## config.mk

```make
export PLATFORM = sky130hd
export DESIGN_NAME = omsc_core
export DESIGN_NICKNAME = d
export VERILOG_FILES = /design/src/hw/omsc_tick_div.v /design/src/hw/omsc_wdt_count.v /design/src/hw/omsc_core.v
export VERILOG_INCLUDE_DIRS = /design/src /design/src/hw
export SDC_FILE = /design/constraint.sdc
export NUM_CORES = 1
export LEC_CHECK = 0
export BUFFER_PORTS_ARGS = -buffer_cell sky130_fd_sc_hd__buf_2
export CAP_MARGIN = 20
export CORE_MARGIN = 2
export CORE_UTILIZATION = 59
export DETAILED_ROUTE_END_ITERATION = 8
export HOLD_SLACK_MARGIN = 0.08
export PLACE_DENSITY = 0.84
export SYNTH_ARGS = -nofsm -noshare
export SYNTH_HDL_FRONTEND = slang
export SYNTH_HIERARCHICAL = 1
export SYNTH_SLANG_ARGS = --single-unit
```

## constraint.sdc

```tcl
create_clock -name clk -period 3.6 [get_ports clk]
set_input_delay 0.72 -clock clk [delete_from_list [all_inputs] [get_ports clk]]
set_output_delay 0.72 -clock clk [all_outputs]
set_load 0.01 [all_outputs]
```

## src/hw/omsc_defines.vh

```
// omsc_defines.vh: offsets, field positions, reset values and oscillator codes
// for the operating mode and sleep control block; definitions only
`ifndef OMSC_DEFINES_VH
`define OMSC_DEFINES_VH

// register offsets (word index on the plain register port)
`define OMSC_ADDR_W 4
`define OMSC_SYSTEM_CONTROL_ZERO_ADDR 4'h0
`define OMSC_STATUS_ADDR 4'h1
`define OMSC_MODE_ADDR 4'h2
`define OMSC_IRQ_STAT_ADDR 4'h3
`define OMSC_IRQ_MASK_ADDR 4'h4
`define OMSC_WDT_ADDR 4'h5

// system_control_zero fields
`define OMSC_SYSTEM_CONTROL_ZERO_SPEED_BIT 0
`define OMSC_SYSTEM_CONTROL_ZERO_CRYSTAL_LOW_POWER_BIT_BIT 1
`define OMSC_SYSTEM_CONTROL_ZERO_RESET 8'h00

// status fields
`define OMSC_STAT_TO_BIT 0
`define OMSC_STAT_PDF_BIT 1

// interrupt event bits
`define OMSC_EV_SLEEP_BIT 0
`define OMSC_EV_WAKE_BIT 1
`define OMSC_EV_MODE_BIT 2
`define OMSC_EV_W 3

// oscillator configuration codes
`define OMSC_CFG_HXT 2'h0
`define OMSC_CFG_ERC 2'h1
`define OMSC_CFG_INTERNAL_HIGH_SPEED_OSC 2'h2
`define OMSC_CFG_INTERNAL_HIGH_SPEED_OSC_LXT 2'h3

// watchdog clock source codes
`define OMSC_WCK_LXT 2'h0
`define OMSC_WCK_SYS 2'h1
`define OMSC_WCK_INTERNAL_LOW_SPEED_OSC 2'h2

// operating modes
`define OMSC_MODE_NORMAL 2'h0
`define OMSC_MODE_SLOW 2'h1
`define OMSC_MODE_SLEEP 2'h2

`define OMSC_WDT_W 16
`endif

```

## src/hw/omsc_tick_div.v

```verilog
// omsc_tick_div.v: divider giving a one-cycle enable pulse every DIV clocks
// assumes a single clock and a synchronous active-high reset
`timescale 1ns/100ps
module omsc_tick_div #(
    parameter DIV = 8
) (
    // clock and reset
    input wire clk,
    input wire rst,
    // control
    input wire run,
    // output pulse
    output reg tick
);
    reg [15:0] cnt_r;

    always @(posedge clk) begin
        if (rst) begin
            cnt_r <= 16'h0000;
            tick <= 1'b0;
        end else if (!run) begin
            tick <= 1'b0;
        end else if (cnt_r == DIV[15:0] - 16'h0001) begin
            cnt_r <= 16'h0000;
            tick <= 1'b1;
        end else begin
            cnt_r <= cnt_r + 16'h0001;
            tick <= 1'b0;
        end
    end
endmodule

```

## src/hw/omsc_wdt_count.v

```verilog
// omsc_wdt_count.v: watchdog counter with clear and count enable
// assumes the enable is a one-cycle pulse from the owning block
`timescale 1ns/100ps
`include "omsc_defines.vh"
module omsc_wdt_count #(
    parameter W = `OMSC_WDT_W
) (
    // clock and reset
    input wire clk,
    input wire rst,
    // control
    input wire clr,
    input wire en,
    // state
    output reg [W-1:0] count
);
    always @(posedge clk) begin
        if (rst || clr)
            count <= {W{1'b0}};
        else if (en)
            count <= count + {{(W-1){1'b0}}, 1'b1};
    end
endmodule

```

## src/hw/omsc_core.v

```verilog
// omsc_core.v: operating mode, sleep entry and oscillator run control
// assumes halt, clear-watchdog and wake requests are one-cycle pulses from the
// core on clk; oscillator configuration straps are held stable after reset
`timescale 1ns/100ps
`include "omsc_defines.vh"

// How it works
// - clock speed select picks normal mode on the high oscillator, slow on the crystal.
// - a halt enters sleep whatever the clock speed select holds.
// - sleep stops the high-speed oscillators and freezes execution at the halt.
// - data memory and registers keep their values while asleep.
// - watchdog on its own or crystal clock is cleared at halt and keeps counting.
// - watchdog on the system clock stops during sleep.
// - the port outputs stay frozen at their halt value while asleep.
// - a halt sets the power-down flag and clears the time-out flag.
// - an enabled internal low-speed oscillator keeps running in sleep.
// - a configured low-frequency crystal keeps running in sleep.
// - a crystal low-power bit in system_control_zero drives the crystal low-power input.
// - clock speed select acts only in the high-speed RC plus crystal configuration.
// - power-up and the clear-watchdog instruction clear the power-down flag.
module omsc_core #(
    parameter WDT_SYS_DIV = 4,
    parameter WDT_LOW_DIV = 8,
    parameter PORT_W = 10,
    parameter WDT_W = `OMSC_WDT_W
) (
    // clock and reset
    input wire clk,
    input wire rst,
    // register port
    input wire [`OMSC_ADDR_W-1:0] reg_addr,
    input wire [7:0] reg_wdata,
    input wire reg_wr,
    input wire reg_rd,
    output reg [7:0] reg_rdata,
    // configuration straps (pins)
    input wire [1:0] osc_cfg_pin,
    input wire [1:0] wdt_clk_src_pin,
    input wire internal_low_speed_osc_en_pin,
    // core events
    input wire halt_exec,
    input wire clr_wdt_exec,
    input wire wake_req,
    input wire wdt_timeout,
    // port data from the core
    input wire [PORT_W-1:0] port_out_core,
    // oscillator controls
    output reg high_freq_crystal_osc_en,
    output reg external_resistor_cap_osc_en,
    output reg internal_high_speed_osc_en,
    output reg low_freq_crystal_osc_en,
    output reg internal_low_speed_osc_en,
    output reg crystal_low_power_bit,
    // system state
    output reg sys_clk_low_sel,
    output reg cpu_hold,
    output reg regs_hold,
    output reg [1:0] op_mode,
    output reg [PORT_W-1:0] port_out,
    output reg [WDT_W-1:0] wdt_count_out,
    output reg power_down_flag,
    output reg watchdog_timeout_flag,
    output reg irq
);
    // strap synchronisers
    reg [4:0] cfg_s1_r;
    reg [4:0] cfg_s2_r;
    reg [4:0] cfg_r;
    reg cfg_ld_r;
    // control registers
    reg clock_speed_select_r;
    reg crystal_low_power_bit_r;
    reg sleep_r;
    reg [`OMSC_EV_W-1:0] ev_stat_r;
    reg [`OMSC_EV_W-1:0] ev_mask_r;
    reg [`OMSC_EV_W-1:0] ev_set;
    reg [1:0] mode_nxt;
    reg [7:0] rdata_nxt;
    wire [1:0] osc_cfg;
    wire [1:0] wck_src;
    wire internal_low_speed_osc_cfg;
    wire speed_valid;
    wire slow_sel;
    wire sys_tick;
    wire low_tick;
    wire wdt_tick;
    wire [WDT_W-1:0] wdt_count;

    function [7:0] omsc_wr_bit;
        input [7:0] cur;
        input [7:0] data;
        input [7:0] mask;
        begin
            omsc_wr_bit = (cur & ~mask) | (data & mask);
        end
    endfunction

    assign osc_cfg = cfg_r[1:0];
    assign wck_src = cfg_r[3:2];
    assign internal_low_speed_osc_cfg = cfg_r[4];

    // straps pass two flops, then are caught once after reset release
    always @(posedge clk) begin
        cfg_s1_r <= {internal_low_speed_osc_en_pin, wdt_clk_src_pin, osc_cfg_pin};
        cfg_s2_r <= cfg_s1_r;
        if (rst) begin
            cfg_ld_r <= 1'b0;
            cfg_r <= 5'h00;
        end else if (!cfg_ld_r) begin
            cfg_ld_r <= 1'b1;
            cfg_r <= cfg_s2_r;
        end
    end

    assign speed_valid = (osc_cfg == `OMSC_CFG_INTERNAL_HIGH_SPEED_OSC_LXT);
    assign slow_sel = speed_valid & clock_speed_select_r;

    // sleep state: entered on halt regardless of speed select, left on wake
    always @(posedge clk) begin
        if (rst)
            sleep_r <= 1'b0;
        else if (!sleep_r && halt_exec)
            sleep_r <= 1'b1;
        else if (sleep_r && wake_req)
            sleep_r <= 1'b0;
    end

    // watchdog ticks: system-derived stops in sleep, low-speed sources run on
    omsc_tick_div #(.DIV(WDT_SYS_DIV)) u_sys_div (
        .clk(clk),
        .rst(rst),
        .run(!sleep_r),
        .tick(sys_tick)
    );

    omsc_tick_div #(.DIV(WDT_LOW_DIV)) u_low_div (
        .clk(clk),
        .rst(rst),
        .run(1'b1),
        .tick(low_tick)
    );

    assign wdt_tick = (wck_src == `OMSC_WCK_SYS) ? sys_tick : low_tick;

    omsc_wdt_count #(.W(WDT_W)) u_wdt (
        .clk(clk),
        .rst(rst),
        .clr((halt_exec && !sleep_r) || clr_wdt_exec),
        .en(wdt_tick),
        .count(wdt_count)
    );

    // flags: halt sets power-down and clears time-out; time-out set wins
    always @(posedge clk) begin
        if (rst) begin
            power_down_flag <= 1'b0;
            watchdog_timeout_flag <= 1'b0;
        end else begin
            if (halt_exec && !sleep_r)
                power_down_flag <= 1'b1;
            else if (clr_wdt_exec)
                power_down_flag <= 1'b0;
            if (wdt_timeout)
                watchdog_timeout_flag <= 1'b1;
            else if (halt_exec && !sleep_r)
                watchdog_timeout_flag <= 1'b0;
        end
    end

    always @* begin
        if (sleep_r)
            mode_nxt = `OMSC_MODE_SLEEP;
        else if (slow_sel)
            mode_nxt = `OMSC_MODE_SLOW;
        else
            mode_nxt = `OMSC_MODE_NORMAL;
    end

    // oscillator enables and system state outputs
    always @(posedge clk) begin
        if (rst) begin
            op_mode <= `OMSC_MODE_NORMAL;
            high_freq_crystal_osc_en <= 1'b0;
            external_resistor_cap_osc_en <= 1'b0;
            internal_high_speed_osc_en <= 1'b0;
            low_freq_crystal_osc_en <= 1'b0;
            internal_low_speed_osc_en <= 1'b0;
            crystal_low_power_bit <= 1'b0;
            sys_clk_low_sel <= 1'b0;
            cpu_hold <= 1'b0;
            regs_hold <= 1'b0;
            port_out <= {PORT_W{1'b0}};
            wdt_count_out <= {WDT_W{1'b0}};
        end else begin
            op_mode <= mode_nxt;
            sys_clk_low_sel <= slow_sel;
            high_freq_crystal_osc_en <= (osc_cfg == `OMSC_CFG_HXT) && !sleep_r;
            external_resistor_cap_osc_en <= (osc_cfg == `OMSC_CFG_ERC) && !sleep_r;
            internal_high_speed_osc_en <= ((osc_cfg == `OMSC_CFG_INTERNAL_HIGH_SPEED_OSC) || speed_valid)
                && !sleep_r && !slow_sel;
            low_freq_crystal_osc_en <= speed_valid;
            internal_low_speed_osc_en <= internal_low_speed_osc_cfg;
            crystal_low_power_bit <= crystal_low_power_bit_r;
            cpu_hold <= sleep_r;
            regs_hold <= sleep_r;
            if (!sleep_r)
                port_out <= port_out_core;
            wdt_count_out <= wdt_count;
        end
    end

    // events: sleep entry, wake, mode change
    always @* begin
        ev_set = {`OMSC_EV_W{1'b0}};
        ev_set[`OMSC_EV_SLEEP_BIT] = halt_exec && !sleep_r;
        ev_set[`OMSC_EV_WAKE_BIT] = wake_req && sleep_r;
        ev_set[`OMSC_EV_MODE_BIT] = (mode_nxt != op_mode) && !sleep_r;
    end

    // register writes; system_control_zero is frozen while asleep, interrupt mask and status still take writes
    always @(posedge clk) begin
        if (rst) begin
            clock_speed_select_r <= 1'b0;
            crystal_low_power_bit_r <= 1'b0;
            ev_stat_r <= {`OMSC_EV_W{1'b0}};
            ev_mask_r <= {`OMSC_EV_W{1'b0}};
        end else begin
            if (reg_wr && !sleep_r && reg_addr == `OMSC_SYSTEM_CONTROL_ZERO_ADDR) begin
                clock_speed_select_r <= reg_wdata[`OMSC_SYSTEM_CONTROL_ZERO_SPEED_BIT];
                crystal_low_power_bit_r <= reg_wdata[`OMSC_SYSTEM_CONTROL_ZERO_CRYSTAL_LOW_POWER_BIT_BIT];
            end
            if (reg_wr && reg_addr == `OMSC_IRQ_MASK_ADDR)
                ev_mask_r <= reg_wdata[`OMSC_EV_W-1:0];
            if (reg_wr && reg_addr == `OMSC_IRQ_STAT_ADDR)
                ev_stat_r <= (ev_stat_r & ~reg_wdata[`OMSC_EV_W-1:0]) | ev_set;
            else
                ev_stat_r <= ev_stat_r | ev_set;
        end
    end

    always @(posedge clk) begin
        if (rst)
            irq <= 1'b0;
        else
            irq <= |(ev_stat_r & ev_mask_r);
    end

    // read mux, data one cycle after the strobe, zero otherwise
    always @* begin
        rdata_nxt = 8'h00;
        case (reg_addr)
            `OMSC_SYSTEM_CONTROL_ZERO_ADDR: begin
                rdata_nxt = omsc_wr_bit(8'h00,
                    {6'h00, crystal_low_power_bit_r, clock_speed_select_r}, 8'h03);
            end
            `OMSC_STATUS_ADDR: begin
                rdata_nxt = {6'h00, power_down_flag, watchdog_timeout_flag};
            end
            `OMSC_MODE_ADDR: begin
                rdata_nxt = {4'h0, osc_cfg, op_mode};
            end
            `OMSC_IRQ_STAT_ADDR: begin
                rdata_nxt = {5'h00, ev_stat_r};
            end
            `OMSC_IRQ_MASK_ADDR: begin
                rdata_nxt = {5'h00, ev_mask_r};
            end
            `OMSC_WDT_ADDR: begin
                rdata_nxt = wdt_count[7:0];
            end
            default: begin
                rdata_nxt = 8'h00;
            end
        endcase
    end

    always @(posedge clk) begin
        if (rst)
            reg_rdata <= 8'h00;
        else if (reg_rd)
            reg_rdata <= rdata_nxt;
        else
            reg_rdata <= 8'h00;
    end
endmodule

```

* Word level (Yosys, flattened, before mapping) *
Index checks and enable logic that the tools add are counted.

cells by class
  $add $sub $neg = 3
  equal/unequal tests = 12
  muxes and demuxes = 15
  bitwise operators = 7
  reductions and logical operators = 25

operator list
  cell                     count
  $add A16 B1 Y16 const B  3
  $pmux W8 S6              1
  $eq A16 B2 Y1 const B    1
  $eq A16 B3 Y1 const B    1
  $mux W16                 1
  $logic_and A1 B1 Y1      11
  $mux W1                  11
  $eq A4 B2 Y1 const B     2
  $eq A4 B3 Y1 const B     2
  $and A3 B3 Y3            2
  $or A3 B3 Y3             2
  $reduce_bool A2 Y1       3
  $reduce_or A2 Y1         3
  $eq A2 B1 Y1 const B     2
  $eq A2 B2 Y1 const B     2
  $eq A4 B1 Y1 const B     1
  $logic_not A4 Y1         1
  $logic_or A1 B1 Y1       3
  $mux W3                  1
  $not A3 Y3               1
  $reduce_or A3 Y1         1
  $logic_not A1 Y1         2
  $logic_not A2 Y1         1
  $mux W2                  1
  3 further kinds          3

word-level totals
  register bits = 122
  bits of input ports = 35
  word-level logic and storage cells = 91

* Depth between registers and ports, before layout *
Gate-level depths: netlist (run 1).

  word-level depth = 8
  gate-level depth with buffers = 8

* Modules after synthesis *
Netlist (run 1), hierarchy kept.

modules (own cells, without submodules)
  module                     instances  cells each  area an instance (sq um)
  omsc_core                  1          220         2,392.3
  omsc_tick_div (u_low_div)  1          89          779.5
  omsc_tick_div (u_sys_div)  1          88          775.7
  omsc_wdt_count             1          81          716.9

* Worst setup path after synthesis (run 1) *
OpenSTA, ideal clock, no wires.

  path type = input to register
  start = input port halt_exec
  end = register u_wdt.count[10]
  library setup time = 74 ps
  arrival = 1,894 ps
  setup slack = 1,632 ps
  stages on the path = 6
  path through = nand2b_1 > nand2b_1 > or2_2 > clkbuf_1 > or4_1 > o21ai_0

on the way
  cells in the longest elaborated chain, start to end = 3

RTL lines
  what                  line                 text
  start, declared       omsc_core.v:41       input wire halt_exec,
  $logic_and A1 B1 Y1   omsc_core.v:148      .clr((halt_exec && !sleep_r) || clr_wdt_exec),
  $logic_or A1 B1 Y1    omsc_core.v:148
  $logic_or A1 B1 Y1    omsc_wdt_count.v:18  if (rst || clr)
  end signal, assigned  omsc_wdt_count.v:19  count <= {W{1'b0}};
  end signal, assigned  omsc_wdt_count.v:21  count <= count + {{(W-1){1'b0}}, 1'b1};
  end, declared         omsc_wdt_count.v:15  output reg [W-1:0] count

No other way between the ends.
A chain may end at the register's enable or synchronous reset.

* Worst setup path after layout (run 1) *
  start = register sleep_r
  end = register u_wdt.count[10]

on the way
  cells in the longest elaborated chain, start to end = 4

RTL lines
  what                    line                 text
  start, declared         omsc_core.v:73       reg sleep_r;
  start signal, assigned  omsc_core.v:121      sleep_r <= 1'b0;
  start signal, assigned  omsc_core.v:123      sleep_r <= 1'b1;
  start signal, assigned  omsc_core.v:125      sleep_r <= 1'b0;
  $logic_not A1 Y1        omsc_core.v:148
  $logic_and A1 B1 Y1     omsc_core.v:148
  $logic_or A1 B1 Y1      omsc_core.v:148
  $logic_or A1 B1 Y1      omsc_wdt_count.v:18

No other way between the ends.

==> impl_metrics.sql, run 1 <==
INSERT INTO impl_metrics (metric_group, metric, value, unit) VALUES
('synth', 'post_synth_fa_ha_maj_area_fraction', '0.00805', ''),
('synth', 'synth_compound_area_frac', '0.0464', ''),
('layout', 'layout.nets', '592', ''),
('placed_design', 'placement.setup.worst_slack', '1.31', 'ns'),
('placed_design', 'routabilityCongestion', '0.923', ''),
('synth', 'postSynth.topFlopCell', 'dfxtp_1', ''),
('synth', 'synth_cell_type_count', '55', ''),
('synth', 'synthSimpleGateAreaFrac', '0.249', ''),
('placed_design', 'area_post_placement', '5050', 'sq um'),
('layout', 'fill_cells', '515', ''),
('drt', 'routed_via_density', '5.60', ''),
('clocking', 'cts_root_buffer', 'clkbuf_8', ''),
('floorplan', 'coreArea', '7690', 'sq um'),
('worst_setup_path', 'crit_start', 'sleep_r$_SDFFE_PP0P_', ''),
('synth', 'seq_area_frac_synth', '0.519', ''),
('global_route', 'grt_first_pass_wirelength', '17.0', 'mm'),
('worst_setup_path', 'regToRegStartpoint', 'sleep_r$_SDFFE_PP0P_', ''),
('timing', 'total_neg_setup_slack', '0', 'ns'),
('worst_setup_path', 'timing.setup.critical_path_class', 'reg2reg', ''),
('hold_path', 'min-delay-path-class', 'in2reg', ''),
('global_route', 'grtUsageTotal', '0.253', ''),
('synth', 'postSynthRegisterBits', '121', ''),
('pwr', 'seq_power_share', '0.413', ''),
('floorplan', 'design.portCount', '83', ''),
('pwr', 'power', '3.39', 'mW'),
('pwr', 'cell_internal_pwr', '2.67', 'mW'),
('clocking', 'clockBufferDepth', '2', ''),
('drt', 'detail_route.first_pass.iterations', '5', ''),
('timing', 'maxSlewViolCount', '0', ''),
('clocking', 'cts.htree.levels', '4', ''),
('timing', 'rsz0062_at_grt', 'no', ''),
('clocking', 'tritoncts', 'built', ''),
('pwr', 'power.share.combinational', '0.044', ''),
('clocking', 'cts_buffers', '17', ''),
('clocking', 'worst_skew_pair.late_latency', '0.51', 'ns'),
('pwr', 'net-switching-power', '0.720', 'mW'),
('layout', 'insertedDiodeCount', '0', ''),
('worst_setup_path', 'timing.critical_path.to_type', 'flip-flop', ''),
('clocking', 'postCtsResizedCells', '0', ''),
('floorplan', 'die_width', '92.9', 'um'),
('layout', 'layout-area-overhead-vs-synth', '22.4', '%'),
('clocking', 'cts-hold-fix-buffers', '0', ''),
('worst_setup_path', 'critPathLaunchType', 'flip-flop', ''),
('clocking', 'clkSlewWorstSetupHoldPaths', '0.06', 'ns'),
('timing', 'slew-limit-headroom', '0.640', ''),
('worst_setup_path', 'worst_ep_required', '4.03', 'ns'),
('worst_setup_path', 'cp.arrival', '2.58', 'ns'),
('timing', 'worst_slack', '1.45', 'ns'),
('clocking', 'cts_sinks', '121', ''),
('synth', 'post_synth_inst_count', '478', ''),
('placed_design', 'placement.io_buffers', '77', ''),
('floorplan', 'floorplan.rows', '32', ''),
('placed_design', 'hpwl', '6.31', 'mm'),
('timing', 'final.setup_skew', '0.00959', 'ns'),
('timing', 'tightest_slew', '0.535', 'ns'),
('synth', 'synthArstFlopShare', '0', ''),
('worst_setup_path', 'crit_path_max_fanout', '16', ''),
('floorplan', 'fp.dieArea', '8630', 'sq um'),
('global_route', 'largest_net_degree_at_the_start_of_global_routing', '32', ''),
('timing', 'period_minus_slack', '2.15', 'ns'),
('synth', 'yosys_warnings', '6', ''),
('global_route', 'globalRoute.totalOverflow', '0', ''),
('drt', 'wire_per_inst', '15.3', 'um'),
('layout', 'post-route-util', '0.743', ''),
('synth', 'synth_enable_flop_cells', '0', ''),
('timing', 'setup_viol_count_final', '0', ''),
('floorplan', 'initial_core_utilization', '0.607', ''),
('status', 'status', 'finished clean', ''),
('synth', 'synthMuxAreaShare', '0.0649', ''),
('floorplan', 'die_height', '92.9', 'um'),
('timing', 'clock.fmax', '466', 'MHz');
[cells in the mapped netlist (all sizes together) (8+ instances only)]
| cell | instances | area share |
|---|---|---|
| a21oi | 11 | 0.012 |
| buf | 10 | 0.018 |
| clkbuf | 12 | 0.012 |
| dfxtp | 121 | 0.52 |
| inv | 8 | 0.0064 |
| mux2i | 28 | 0.060 |
| nand2 | 30 | 0.024 |
| nand3 | 15 | 0.019 |
| nand4 | 20 | 0.027 |
| nor2 | 78 | 0.063 |
| nor2b | 21 | 0.028 |
| nor3 | 13 | 0.015 |
| nor4 | 12 | 0.016 |
| xnor2 | 25 | 0.047 |
| xor2 | 15 | 0.028 |
[kinds of logic (layout without fill, tap and decap cells)]
| group | after synthesis | count (layout) |
|---|---|---|
| AND/OR/NAND/NOR | 223 | 223 |
| other | 1 | 1 |
| AO/OA/AOI/OAI | 30 | 30 |
| buffers and inverters | 30 | 119 |
| flip-flops | 121 | 121 |
| multiplexers | 30 | 30 |
| XOR/XNOR | 40 | 40 |
| adder cells (fa/ha/maj) | 3 | 3 |
[metrics by stage]
stage | instances | hold slack [ns]
after detailed placement | 637 | 0.320
after CTS | 669 | 0.292
after global placement | 637 | 0.317
after global routing | 669 | 0.289
after floorplan | 478 | 0.310
final | 669 | 0.310
[registers in the layout (all words and copies together), names as in the netlist, 3 cells and up]
name             count
ev_stat_r            3
ev_mask_r            3
u_wdt/count         16
wdt_count_out       16
cfg_s2_r             5
port_out            10
reg_rdata            8
u_sys_div/cnt_r     16
u_low_div/cnt_r     16
cfg_s1_r             5
cfg_r                5
[power groups by stage]
| stage | Sequential [mW] | Clock, mW | Combinational (mW) |
|---|---|---|---|
| 2_1_floorplan | 1.43 | 0 | 0.0979 |
| 3_3_place_gp | 1.43 | 0 | 0.140 |
| 3_5_place_dp | 1.43 | 0 | 0.145 |
| 4_1_cts | 1.40 | 1.87 | 0.149 |
| 5_1_grt | 1.40 | 1.93 | 0.165 |
| 6_report | 1.40 | 1.84 | 0.149 |
[final cells by class]
| class | count | area [sq um] | area share |
|---|---|---|---|
| clock buffer | 19 | 442 | 0.0774 |
| clock inverter | 13 | 215 | 0.0377 |
| inverter | 8 | 30.0 | 0.00526 |
| multi-input combinational | 327 | 2070 | 0.363 |
| sequential | 121 | 2420 | 0.424 |
| tap | 102 | 128 | 0.0224 |
| timing repair buffer | 79 | 400 | 0.0701 |
[placed cells by master (no fill, tap or decap), types with 12 or more instances in the layout]
cell,synthesis,final
nand2_1,30,30
clkbuf_16,0,16
buf_2,4,77
nor4_1,12,12
mux2i_1,28,28
nand4_1,20,20
nand3_1,14,14
xor2_1,15,15
nor2_1,78,78
dfxtp_1,121,121
xnor2_1,25,25
nor2b_1,21,21
nor3_1,12,12
[metal layers]
metal,vias to the layer above,track usage,part of all wire
met5,-,0,0
met2,157,0.441,0.51
met4,0,0.0968,0.015
li1,1805,-,-
met1,1767,0.288,0.41
met3,18,0.0773,0.065
[critical path: stages, from the launching register on]
cell	delay (ns)
dfxtp_1	0.31
buf_4	0.26
nand2b_1	0.29
nand2b_1	0.13
or2_2	0.45
or4_1	0.54
o21ai_0	0.09
[worst paths after layout]
| path | end | slack, ns | cells after the start |
|---|---|---|---|
| hold / removal | cfg_s1_r[3]$_DFF_P_ | 0.31 | 1 |
| hold reg to reg | cfg_s2_r[4]$_DFF_P_ | 0.33 | 0 |
| setup reg to reg | u_wdt/count[10]$_SDFFE_PP0P_ | 1.45 | 6 |
| setup / recovery | u_wdt/count[10]$_SDFFE_PP0P_ | 1.45 | 6 |
Note: power is estimated with default switching activity, not from simulation.
==> inputs of run 2 (changes only) <==
- CORE_UTILIZATION: 59 -> 50
- PLACE_DENSITY: 0.84 -> 0.75
- clock period: 3.6 -> 1.8 ns (I/O delays scaled with it)
==> run 2 against run 1 <==
Against the previous run: total power grew 92%; via count shrank 1.2%; flip-flop and latch count is the same; sequential power grew 100%; worst hold slack lost 0.20 ns; clock power grew 83%; global-route usage shrank 3.7 points; maximum frequency grew 29%; critical path depth shrank 2; design area grew 3.5%.
==> impl_metrics.sql, run 2 (same netlist as run 1, synthesis figures left out) <==
INSERT INTO impl_metrics (metric_group, metric, value, unit) VALUES
('drt', 'routed_via_density', '5.25', ''),
('floorplan', 'coreArea', '9150', 'sq um'),
('pwr', 'powerDensity', '1100', 'nW/um^2'),
('clocking', 'post-cts-setup-buffers', '0', ''),
('hold_path', 'min-delay-path-class', 'in2reg', ''),
('layout', 'layout-area-overhead-vs-synth', '26.6', '%'),
('drt', 'met1Wirelength', '4.45', 'mm'),
('timing', 'period_minus_slack', '1.66', 'ns'),
('layout', 'layout.nets', '619', ''),
('worst_setup_path', 'cp-endpoint', 'u_low_div/cnt_r[12]$_SDFFE_PP0P_', ''),
('layout', 'layout_common_cells', 'dfxtp_1 (121), nor2_1 (78), buf_2 (77)', ''),
('drt', 'detail_route.iter0.violations', '126', ''),
('timing', 'maxSlewViolCount', '0', ''),
('placed_design', 'hpwl', '6.51', 'mm'),
('worst_setup_path', 'crit_path_max_fanout', '14', ''),
('floorplan', 'die_height', '101', 'um'),
('clocking', 'worst_skew_pair.late_latency', '0.51', 'ns'),
('global_route', 'antenna_violations_before_repair', '0', ''),
('global_route', 'grt_first_pass_wirelength', '17.2', 'mm'),
('layout', 'layout-drive-gt1-share', '0.234', ''),
('global_route', 'globalRoute.totalOverflow', '0', ''),
('placed_design', 'placement.io_buffers', '77', ''),
('drt', 'wl_met3', '488', 'um'),
('global_route', 'largest_net_degree_at_the_start_of_global_routing', '20', ''),
('timing', 'min_period_over_period', '0.922', ''),
('drt', 'postRouteWirelength', '10.1', 'mm'),
('clocking', 'tritoncts', 'built', ''),
('worst_setup_path', 'critPathLaunchType', 'flip-flop', ''),
('clocking', 'cts_buffers', '17', ''),
('timing', 'setup_viol_count_final', '0', ''),
('drt', 'met2WireLength', '5.08', 'mm'),
('worst_setup_path', 'timing.critical_path.to_type', 'flip-flop', ''),
('layout', 'fill_cells', '728', ''),
('clocking', 'cts.htree.levels', '4', ''),
('worst_setup_path', 'timing.setup.critical_path_class', 'reg2reg', ''),
('layout', 'insertedDiodeCount', '0', ''),
('floorplan', 'initial_core_utilization', '0.510', ''),
('worst_setup_path', 'worst_ep_required', '2.19', 'ns'),
('drt', 'wire_per_inst', '14.3', 'um'),
('clocking', 'clockBufferDepth', '2', ''),
('clocking', 'cts_sinks', '121', ''),
('drt', 'detail-route-antenna-nets', '0', ''),
('timing', 'total_neg_setup_slack', '0', 'ns'),
('drt', 'vias', '3701', ''),
('timing', 'final.setup_skew', '0.00914', 'ns'),
('worst_setup_path', 'regToRegStartpoint', 'u_low_div/cnt_r[7]$_SDFFE_PP0P_', ''),
('timing', 'clock.fmax', '602', 'MHz'),
('worst_setup_path', 'register_to_register_setup_slack', '0.14', 'ns'),
('floorplan', 'fp.dieArea', '10100', 'sq um'),
('timing', 'timing_hold_violations_final', '0', ''),
('placed_design', 'routabilityCongestion', '0.899', ''),
('layout', 'final_non_filler_cells', '705', ''),
('pwr', 'leakage', '2.41', 'nW'),
('status', 'status', 'finished clean', ''),
('timing', 'rsz0062_at_grt', 'no', ''),
('job', 'maximum_capacitance_violations', '0', ''),
('drt', 'top_layer_used', 'met4', ''),
('worst_setup_path', 'crit_start', 'u_low_div/cnt_r[7]$_SDFFE_PP0P_', ''),
('pwr', 'vdd_drop_max', '0.663', 'mV'),
('clocking', 'cts_root_buffer', 'clkbuf_8', ''),
('layout', 'layout_commonest_cell', 'dfxtp_1', ''),
('worst_setup_path', 'critical_path.reg2reg.endpoint', 'u_low_div/cnt_r[12]$_SDFFE_PP0P_', ''),
('drt', 'detail_route.first_pass.iterations', '5', ''),
('clocking', 'clkSlewWorstSetupHoldPaths', '0.06', 'ns'),
('placed_design', 'post-place-cells', '658', ''),
('worst_setup_path', 'cp.arrival', '2.05', 'ns'),
('drt', 'route.detailed.drc', '0', ''),
('timing', 'holdWs', '0.107', 'ns'),
('floorplan', 'die_width', '101', 'um'),
('global_route', 'grtUsageTotal', '0.215', ''),
('floorplan', 'design.portCount', '83', ''),
('worst_setup_path', 'r2r_cells', '4', ''),
('global_route', 'first_global_vias', '3756', ''),
('floorplan', 'floorplan.rows', '35', '');
## run 2: changes by cell type in the layout (fill, tap and decap cells not counted), sizes merged
cell         previous run  this run
buf                    79        91
bufinv                  5         3
clkbuf                 19        18
clkinv                  5         4
clkinvlp                1         5
dlygate4sd3             0        15
## run 2: power by group
group | internal [mW] | switching [mW] | total (mW)
registers | 2.75 | 0.0534 | 2.80
logic | 0.156 | 0.184 | 0.339
clock network | 2.15 | 1.22 | 3.37
## run 2: per-layer routing
| layer | track usage | vias up |
|---|---|---|
| met3 | 0.0693 | 4 |
| li1 | - | 1852 |
| met1 | 0.260 | 1736 |
| met4 | 0.0769 | 0 |
| met2 | 0.360 | 109 |
| met5 | 0 | - |
## run 2: layout make-up
cell class / instances / area [sq um] / share of cell area
Clock buffer: 18 / 428 / 0.0724
Clock inverter: 14 / 173 / 0.0292
Timing Repair Buffer: 106 / 641 / 0.108
Multi-Input combinational cell: 327 / 2070 / 0.351
Sequential cell: 121 / 2420 / 0.410
Inverter: 8 / 30.0 / 0.00508
Tap cell: 111 / 139 / 0.0235
## run 2: worst max-delay path, cell delays in order, from the launching register on
cell	delay, ns
dfxtp_1	0.36
or4_1	0.55
nor3_2	0.16
a41o_2	0.38
nor2_1	0.09
## run 2: worst min-delay path by stage
stage | from | slack [ns] | end | cells past startpoint
after floorplan | cfg_s1_r[0]$_DFF_P_ | 0.31 | cfg_s2_r[0]$_DFF_P_ | 0
after global placement | cfg_s1_r[4]$_DFF_P_ | 0.31 | cfg_s2_r[4]$_DFF_P_ | 0
after detailed placement | cfg_s1_r[0]$_DFF_P_ | 0.31 | cfg_s2_r[0]$_DFF_P_ | 0
after CTS | port_out_core[5] | 0.09 | port_out[5]$_SDFFE_PP0N_ | 3
after global routing | port_out_core[9] | 0.10 | port_out[9]$_SDFFE_PP0N_ | 3
final | port_out_core[5] | 0.11 | port_out[5]$_SDFFE_PP0N_ | 3
## run 2: per-stage QoR
stage,power (mW),utilization,setup slack [ns],instance area (sq um)
floorplan,3.05,-,0.0500,4660
global placement,3.15,0.563,0.0724,5150
detailed placement,3.16,0.563,0.0535,5150
CTS,6.56,0.645,0.0150,5900
global route,6.75,0.645,0.00841,5910
finish,6.51,0.645,0.140,5910
## run 2: what timing repair did
| action | in CTS | in global routing |
|---|---|---|
| gates resized for setup | 0 | 2 |
| endpoints found under the setup margin | 0 | 4 |
| hold buffers | 15 | 0 |
| endpoints found under the hold margin | 15 | 0 |
